### config.mk
export PLATFORM = sky130hd
export DESIGN_NAME = sxb_bus
export DESIGN_NICKNAME = d
export VERILOG_FILES = /design/src/rtl/sxb_pkg.sv /design/src/rtl/sxb_bus.sv /design/src/rtl/sxb_timing_reg.sv
export VERILOG_INCLUDE_DIRS = /design/src /design/src/rtl
export SDC_FILE = /design/constraint.sdc
export NUM_CORES = 1
export LEC_CHECK = 0
export BUFFER_PORTS_ARGS = -buffer_cell sky130_fd_sc_hd__buf_2
export CORE_MARGIN = 1.5
export CORE_UTILIZATION = 58
export CTS_BUF_LIST = sky130_fd_sc_hd__clkbuf_8
export CTS_CLUSTER_DIAMETER = 150
export DETAILED_ROUTE_END_ITERATION = 6
export PLACE_DENSITY_LB_ADDON = 0.1
export SLEW_MARGIN = 0
export SYNTH_ARGS = -nofsm -noshare
export SYNTH_HDL_FRONTEND = slang
export SYNTH_SLANG_ARGS = --single-unit
### constraint.sdc
create_clock -name clk -period 6.6 [get_ports clk]
set_clock_uncertainty 0.1 [all_clocks]
set_input_delay 0.33 -clock clk [delete_from_list [all_inputs] [get_ports clk]]
set_output_delay 0.33 -clock clk [all_outputs]
set_load 0.05 [all_outputs]
### src/rtl/sxb_map.svh
// Constants of the stretchable external data bus: register offset,
// field positions, reset value and clock counts.
// Assumes one clk edge equals one oscillator clock.
`ifndef SXB_MAP_SVH
`define SXB_MAP_SVH

// ----------------------------------------
// Register map
// ----------------------------------------
`define SXB_TIMING_ADDR 8'h8e
`define SXB_TIMING_RST 8'h01
`define SXB_STRETCH_MSB 2
`define SXB_STRETCH_LSB 0

// ----------------------------------------
// Timing counts, in oscillator clocks except the move base in machine cycles
// ----------------------------------------
`define SXB_CLKS_PER_MC 6'h4
`define SXB_MOVE_BASE_MC 6'h2
`define SXB_FETCH_LAST 6'h3
`define SXB_FETCH_STRB_OFF 6'h1
`define SXB_FETCH_STRB_CLKS 6'h2
`define SXB_STRB0_OFF 6'h5
`define SXB_STRB0_CLKS 6'h2
`define SXB_STRB_OFF 6'h4

`endif

### src/rtl/sxb_pkg.sv
// Types shared by the stretchable external data bus files.
// Assumes nothing beyond a SystemVerilog compiler.
package sxb_pkg;

    // ----------------------------------------
    // Bus engine states
    // ----------------------------------------
    typedef enum logic [1:0] {
        SXB_IDLE = 2'b00,
        SXB_FETCH = 2'b01,
        SXB_MOVE = 2'b10
    } sxb_state_t;

    // ----------------------------------------
    // Request carriers
    // ----------------------------------------
    typedef struct packed {
        logic wr;
        logic [15:0] addr;
        logic [7:0] wdata;
    } sxb_move_req_t;

    typedef struct packed {
        logic wr;
        logic rd;
        logic [7:0] addr;
        logic [7:0] wdata;
    } sxb_sfr_req_t;

endpackage

### src/rtl/sxb_bus.sv
// Stretchable external data bus engine: program fetches and external
// data moves on a multiplexed address/data port plus a high-address port.
// Assumes clk is the oscillator clock and requests are one-cycle pulses.
//
// Summary of operation
// RULE1 - A machine cycle lasts four oscillator clocks.
// RULE2 - Low address and data share one port; high address has its own.
// RULE3 - Program fetches run at a fixed rate, one machine cycle each.
// RULE4 - Three low bits of the timing register at 8Eh pick stretch 0-7.
// RULE5 - Stretch zero gives a data move of two machine cycles.
// RULE6 - A data move lasts stretch plus two machine cycles; nine at seven.
// RULE7 - Strobe is two clocks at stretch zero, else four per stretch step.
// RULE8 - After reset the stretch is one, a three machine cycle move.
// RULE9 - Stretch one to seven widens strobe and surrounding bus timing.
// RULE10 - Software may rewrite stretch anytime; later moves use it.
// RULE11 - Stretch affects data moves only, never program fetch timing.
// RULE12 - Fetch strobe stays high during data moves and during reset.
// RULE13 - Fetch strobe pulses low each fetch, repeating every four clocks.
// RULE14 - External memory answers within the strobe width selected.
// RULE15 - Register writes change only the stretch field for this block.
`timescale 1ns/1ps

`include "sxb_map.svh"

module sxb_bus
    import sxb_pkg::*;
(
    input wire logic clk,
    input wire logic srst,
    input wire sxb_sfr_req_t sfr,
    output logic [7:0] sfr_rdata,
    output logic sfr_rvalid,
    input wire logic fetch_start,
    input wire logic [15:0] fetch_addr,
    input wire logic move_start,
    input wire sxb_move_req_t move_req,
    output logic ready,
    output logic fetch_done,
    output logic [7:0] fetch_data,
    output logic move_done,
    output logic [7:0] move_rdata,
    output logic ale,
    output logic [7:0] addr_data_port_out,
    output logic addr_data_port_oe,
    input wire logic [7:0] addr_data_port_in,
    output logic [7:0] high_addr_port,
    output logic program_fetch_strobe_n,
    output logic rd_strobe_n,
    output logic wr_strobe_n
);

    // ----------------------------------------
    // Timing functions
    // ----------------------------------------
    function automatic logic [5:0] move_last(input logic [2:0] s);
        move_last = 6'(({3'h0, s} + `SXB_MOVE_BASE_MC) * `SXB_CLKS_PER_MC
            - 6'h1); // RULE1 RULE5 RULE6
    endfunction

    function automatic logic [5:0] strb_off(input logic [2:0] s);
        strb_off = (s == 3'h0) ? `SXB_STRB0_OFF : `SXB_STRB_OFF;
    endfunction

    function automatic logic [5:0] strb_clks(input logic [2:0] s);
        strb_clks = (s == 3'h0) ? `SXB_STRB0_CLKS : {1'b0, s, 2'b00}; // RULE7
    endfunction

    // ----------------------------------------
    // Timing register
    // ----------------------------------------
    logic [2:0] stretch;

    sxb_timing_reg u_reg (
        .clk(clk),
        .srst(srst),
        .sfr(sfr),
        .rdata(sfr_rdata),
        .rvalid(sfr_rvalid),
        .stretch(stretch)
    );

    // ----------------------------------------
    // Sequencer
    // ----------------------------------------
    sxb_state_t state_r;
    sxb_state_t state_nxt;
    logic [5:0] cnt_r;
    logic [5:0] cnt_nxt;
    logic [5:0] last_r;
    logic [5:0] last_nxt;
    logic [2:0] st_r;
    logic [2:0] st_nxt;
    logic wr_r;
    logic wr_nxt;
    logic [15:0] addr_r;
    logic [15:0] addr_nxt;
    logic [7:0] wdata_r;
    logic [7:0] wdata_nxt;

    wire at_last = (state_r != SXB_IDLE) && (cnt_r == last_r);
    wire free = (state_r == SXB_IDLE) || at_last;
    // A data move wins when both arrive together
    wire take_move = free && move_start;
    wire take_fetch = free && fetch_start && !move_start;

    // Stretch is sampled at the start, so a rewrite never upsets a move
    assign state_nxt = take_move ? SXB_MOVE :
                       take_fetch ? SXB_FETCH :
                       at_last ? SXB_IDLE : state_r;
    assign cnt_nxt = (take_move || take_fetch || at_last) ? 6'h0 :
                     (state_r == SXB_IDLE) ? 6'h0 : 6'(cnt_r + 6'h1);
    assign st_nxt = take_move ? stretch : st_r; // RULE10 RULE11
    assign last_nxt = take_move ? move_last(stretch) :
                      take_fetch ? `SXB_FETCH_LAST : last_r; // RULE3 RULE11
    assign wr_nxt = take_move ? move_req.wr : wr_r;
    assign addr_nxt = take_move ? move_req.addr :
                      take_fetch ? fetch_addr : addr_r;
    assign wdata_nxt = take_move ? move_req.wdata : wdata_r;

    wire free_nxt = (state_nxt == SXB_IDLE) || (cnt_nxt == last_nxt);

    always_ff @(posedge clk) begin
        if (srst) begin
            state_r <= SXB_IDLE;
            cnt_r <= 6'h0;
            last_r <= 6'h0;
            st_r <= 3'h0;
            wr_r <= 1'b0;
            addr_r <= 16'h0000;
            wdata_r <= 8'h00;
        end else begin
            state_r <= state_nxt;
            cnt_r <= cnt_nxt;
            last_r <= last_nxt;
            st_r <= st_nxt;
            wr_r <= wr_nxt;
            addr_r <= addr_nxt;
            wdata_r <= wdata_nxt;
        end
    end

    // ----------------------------------------
    // Pin shaping, one clock behind the count
    // ----------------------------------------
    wire in_fetch = (state_r == SXB_FETCH);
    wire in_move = (state_r == SXB_MOVE);
    wire [5:0] s_off = strb_off(st_r);
    wire [5:0] s_end = 6'(s_off + strb_clks(st_r));
    wire s_win = in_move && (cnt_r >= s_off) && (cnt_r < s_end); // RULE9
    wire [5:0] f_end = 6'(`SXB_FETCH_STRB_OFF + `SXB_FETCH_STRB_CLKS);
    wire f_win = in_fetch && (cnt_r >= `SXB_FETCH_STRB_OFF) &&
                 (cnt_r < f_end); // RULE13
    wire addr_phase = (in_fetch || in_move) && (cnt_r == 6'h0);
    // Write data stays one clock past the strobe for hold time
    wire data_phase = in_move && wr_r && (cnt_r != 6'h0) &&
                      (cnt_r <= s_end);
    // Sampled on the edge that releases the strobe
    wire move_sample = in_move && !wr_r && (cnt_r == s_end); // RULE14
    wire fetch_sample = in_fetch && (cnt_r == f_end); // RULE14
    wire [7:0] port_nxt = addr_phase ? addr_r[7:0] : wdata_r;

    logic ale_r;
    logic [7:0] port_r;
    logic oe_r;
    logic [7:0] hi_r;
    logic program_fetch_strobe_n_n_r;
    logic rd_n_r;
    logic wr_n_r;
    logic ready_r;
    logic fdone_r;
    logic mdone_r;
    logic [7:0] fdata_r;
    logic [7:0] mdata_r;

    always_ff @(posedge clk) begin
        if (srst) begin
            ale_r <= 1'b0;
            port_r <= 8'h00;
            oe_r <= 1'b0;
            hi_r <= 8'h00;
            program_fetch_strobe_n_n_r <= 1'b1; // RULE12
            rd_n_r <= 1'b1;
            wr_n_r <= 1'b1;
        end else begin
            ale_r <= addr_phase;
            port_r <= port_nxt; // RULE2
            oe_r <= addr_phase || data_phase;
            hi_r <= addr_r[15:8]; // RULE2
            program_fetch_strobe_n_n_r <= !f_win; // RULE12 RULE13
            rd_n_r <= !(s_win && !wr_r); // RULE7 RULE9
            wr_n_r <= !(s_win && wr_r); // RULE7 RULE9
        end
    end

    always_ff @(posedge clk) begin
        if (srst) begin
            ready_r <= 1'b1;
            fdone_r <= 1'b0;
            mdone_r <= 1'b0;
            fdata_r <= 8'h00;
            mdata_r <= 8'h00;
        end else begin
            ready_r <= free_nxt;
            fdone_r <= in_fetch && at_last; // RULE3
            mdone_r <= in_move && at_last; // RULE6
            if (fetch_sample) begin
                fdata_r <= addr_data_port_in;
            end
            if (move_sample) begin
                mdata_r <= addr_data_port_in;
            end
        end
    end

    assign ale = ale_r;
    assign addr_data_port_out = port_r;
    assign addr_data_port_oe = oe_r;
    assign high_addr_port = hi_r;
    assign program_fetch_strobe_n = program_fetch_strobe_n_n_r;
    assign rd_strobe_n = rd_n_r;
    assign wr_strobe_n = wr_n_r;
    assign ready = ready_r;
    assign fetch_done = fdone_r;
    assign fetch_data = fdata_r;
    assign move_done = mdone_r;
    assign move_rdata = mdata_r;

endmodule

### src/rtl/sxb_timing_reg.sv
// Bus timing control register on the special-function register port.
// Assumes one access per cycle from the core; read data one cycle later.
`timescale 1ns/1ps

`include "sxb_map.svh"

module sxb_timing_reg
    import sxb_pkg::*;
(
    input wire logic clk,
    input wire logic srst,
    input wire sxb_sfr_req_t sfr,
    output logic [7:0] rdata,
    output logic rvalid,
    output logic [2:0] stretch
);

    logic [7:0] value_r;
    logic [7:0] rdata_r;
    logic rvalid_r;
    wire hit = (sfr.addr == `SXB_TIMING_ADDR);
    wire wr_hit = sfr.wr && hit;

    // Upper bits are stored for their owners; only the field is used here
    always_ff @(posedge clk) begin
        if (srst) begin
            value_r <= `SXB_TIMING_RST; // RULE8
        end else if (wr_hit) begin
            value_r <= sfr.wdata; // RULE10
        end
    end

    // Unmapped reads answer zero
    always_ff @(posedge clk) begin
        if (srst) begin
            rdata_r <= 8'h00;
            rvalid_r <= 1'b0;
        end else begin
            rvalid_r <= sfr.rd;
            rdata_r <= (sfr.rd && hit) ? value_r : 8'h00;
        end
    end

    assign rdata = rdata_r;
    assign rvalid = rvalid_r;
    assign stretch = value_r[`SXB_STRETCH_MSB:`SXB_STRETCH_LSB]; // RULE4 RULE15

endmodule
==> flow_metrics.env <==
export IMPL_drcViolationCount=0
export IMPL_wl_met2_um=4255
export IMPL_ant_nets=0
export IMPL_worstPathArrival_ps=3300
export IMPL_wl_met1_um=3811
export IMPL_yosysUniqueCellTypes=49
export IMPL_wl_met3_um=448
export IMPL_synth_warnings=0
export IMPL_rsz0062_at_grt="false"
export IMPL_grt_usage_pct=22.35
export IMPL_drive_above_1_share_pct=28.90
export IMPL_gp_congestion=0.8242
export IMPL_multi_input_area_mm2=0.002049
export IMPL_fmax_mhz=320.9
export IMPL_fin_nets=640
export IMPL_yosysSeqAreaShare_pct=46.79
export IMPL_syn2layout_area_growth_pct=17.90
export IMPL_setup_viol=0
export IMPL_grt_ovfl_total=0
export IMPL_port_buffers=119
export IMPL_dr_pass1_iters=4
export IMPL_initial_core_util_pct=60.99
export IMPL_wire_per_inst_um=13.15
export IMPL_clock_latency_ps=360
export IMPL_crit_type="reg -> reg"
export IMPL_die_area_mm2=0.007824
export IMPL_status="finished, final reports clean"
export IMPL_fin_crit_sh_pct=47.21
export IMPL_tightestPinTransition_ps=1138
export IMPL_cts_sinks=99
export IMPL_slew_violations=0
export IMPL_top_layer="met4"
export IMPL_switching_share_pct=31.32
export IMPL_cts_tree="done"
export IMPL_cp_required_ps=6790
export IMPL_synth_net_count=537
export IMPL_via_per_inst=5.187
export IMPL_grt_pass1_wl_um=13520
export IMPL_synth_top_family_by_area="simple AND/OR/NAND/NOR gates"
export IMPL_p_int_uw=883.2
export IMPL_synth_mux_area_share_pct=7.592
export IMPL_p_sw_uw=402.9
export IMPL_maxCapViolations=0
export IMPL_clockRootBuffer="clkbuf_8"
export IMPL_die_width_um=88.46
export IMPL_crit_fanout=31
export IMPL_crit_path_end_kind="flop"
export IMPL_totalPowerFinal_uw=1286
export IMPL_fill_cells=552
export IMPL_first_global_vias=2992
export IMPL_power_leakage_uw=0.002357
export IMPL_finalCriticalPeriod_ps=3116
export IMPL_synth_compound_area_share_pct=11.94
export IMPL_cts_made_buffers=9
export IMPL_grt_max_degree=92
export IMPL_worst_hold_path_type="in -> reg"
export IMPL_ys_seq_elements=99
export IMPL_cts_resized=0
export IMPL_die_height_um=88.46
export IMPL_cts_hold_buffers=0
export IMPL_synth_edf_count=0
export IMPL_synthXorXnorAreaFrac_pct=3.102
export IMPL_via_count=3387
export IMPL_ios=120
export IMPL_preCtsSetupSlack_ps=3510
export IMPL_path_cells="xor2_1 -> or4_4 -> o21bai_4 -> nand2_1 -> or2_2 -> a21oi_1"
export IMPL_synth_main_ff_cell="dfxtp_1"
export IMPL_comb_power_share_pct=19.8
export IMPL_drt_iter0_drc=174
export IMPL_hold_violations=0
export IMPL_relSlewSlack_pct=23.43
export IMPL_yosys_area_share_simple_pct=20.74
export IMPL_worst_path_largest_cell_delay_ps=700
export IMPL_yosys_area_share_adder_pct=5.022
export IMPL_setup_slack_ps=3484
export IMPL_syn_inst=449
export IMPL_core_mm2=0.006944
export IMPL_routed_wl_um=8586
export IMPL_stdcell_count=653
export IMPL_clockPowerShare_pct=29.1
export IMPL_seq_power_share_pct=51.1
export IMPL_synth_area_mm2=0.004235
export IMPL_cts_buffer_depth=2
export IMPL_clk_pin_slew_worst_paths_ps=100
export IMPL_h_tree_depth=3
export IMPL_hpwl_um=6126
export IMPL_place_inst=637
export IMPL_power_density_mw_per_mm2=257.5
export IMPL_peakVddDrop_mv=0.1546
export IMPL_final_core_util_pct=71.91
export IMPL_num_antenna_cells=0
export IMPL_seqCellArea_mm2=0.001982
export IMPL_slowest_stage="nand2_1"
export IMPL_synthArstFlopShare_pct=0
export IMPL_worstSetupStartpointType="flop"
export IMPL_cts_setup_buffers=0
export IMPL_tns_ps=0
export IMPL_rows=30
export IMPL_crit_family="simple AND/OR/NAND/NOR gates"
export IMPL_grt_antenna_before_repair=0
export IMPL_path_buf_inv=0
export IMPL_avgSynthCellArea_um2=9.433
==> worst min-delay path: cells and delay by family <==
family,cells,cell delay (ps)
buf+inv,1,100
compound gates,1,50
simple gates,1,40
==> cells by family (layout without fill, tap and decap cells) <==
kind of cell	count (synthesis)	after routing
compound gates	55	55
xor+xnor	15	15
fa+ha+maj	17	17
buf+inv	40	148
flops	99	99
mux	32	32
simple gates	191	191
==> registers in the layout, summed over array words and instances (netlist names), 2 cells and up <==
| name | flops |
|---|---|
| st_r | 3 |
| wdata_r | 8 |
| addr_data_port_out | 8 |
| addr_r | 16 |
| u_reg.rdata | 8 |
| state_r | 2 |
| move_rdata | 8 |
| last_r | 6 |
| cnt_r | 6 |
| u_reg.value_r | 8 |
| fetch_data | 8 |
| high_addr_port | 8 |
==> final timing paths <==
check,from,depth (start not counted),to,slack (ps)
hold / removal,move_req[6],3,wdata_r[6]$_SDFFE_PP0N_,90
setup / recovery,cnt_r[3]$_SDFF_PP0_,6,last_r[5]$_SDFF_PP0_,3480
hold reg to reg,wdata_r[7]$_SDFFE_PP0N_,2,wdata_r[7]$_SDFFE_PP0N_,360
setup reg to reg,cnt_r[3]$_SDFF_PP0_,6,last_r[5]$_SDFF_PP0_,3480
==> cells in the mapped netlist (2+ instances only) <==
library cell,number,area (um^2)
a21oi_1,18,90.09
a22oi_1,3,22.52
a311oi_2,16,240.2
and3_1,11,68.82
and3b_1,3,26.28
buf_2,4,20.02
buf_4,4,30.03
buf_6,3,33.78
clkbuf_1,15,56.30
dfxtp_1,99,1982
ha_1,17,212.7
inv_1,12,45.04
mux2i_1,31,310.3
nand2_1,67,251.5
nand2b_1,4,25.02
nand3_1,7,35.03
nand4b_1,2,17.52
nor2_1,64,240.2
nor2_2,2,12.51
nor2b_1,12,75.07
nor3_1,7,35.03
nor3b_1,2,15.01
nor4_1,3,18.77
nor4b_1,2,17.52
o21ai_0,4,20.02
xnor2_1,7,61.31
xor2_1,8,70.07
==> cells in the final DEF, fill, tap and decap left out, types with 3 or more instances in the layout <==
cell | Yosys | final
xnor2_1 | 7 | 7
a22oi_1 | 3 | 3
nor4_1 | 3 | 3
mux2i_1 | 31 | 31
a311oi_2 | 16 | 16
dfxtp_1 | 99 | 99
o21ai_0 | 4 | 4
nor2b_1 | 12 | 12
nand2b_1 | 4 | 4
clkbuf_8 | 0 | 10
and3_1 | 11 | 11
nand2_1 | 67 | 67
nor3_1 | 7 | 7
and3b_1 | 3 | 3
a21oi_1 | 18 | 18
nand3_1 | 7 | 7
buf_2 | 4 | 119
xor2_1 | 8 | 8
ha_1 | 17 | 17
inv_1 | 12 | 12
nor2_1 | 64 | 64
==> area by class of cell <==
class                   count  area share [%]
clock buffers              10           2.756
clock inverters             6           1.128
inverters                  12          0.9020
multi-input cells         310           41.04
flip-flops and latches     99           39.69
well taps                  96           2.405
repair buffers            120           12.08
==> routing by layer <==
metal | vias to the layer above | track usage, %
met5 | - | 0
met4 | 0 | 6.392
met3 | 6 | 6.063
met2 | 96 | 37.75
met1 | 1553 | 28.20
li1 | 1732 | -
==> stage by stage <==
step	hold WS, ps	area (um^2)
final	90.50	4994
after global routing	73.68	4994
after CTS	77.46	4994
after detailed placement	347.2	4800
after global placement	341.8	4800
after floorplan	287.7	4235
==> power by group through the flow <==
stage                     Clock [uW]  Sequential [uW]  Combinational (uW)
final                            374              658                 254
after CTS                        383              658                 256
after detailed placement           0              671                 255
after global placement             0              670                 250
after floorplan                    0              709                 165
after global routing             407              662                 279
(Power assumes the default switching activity.)
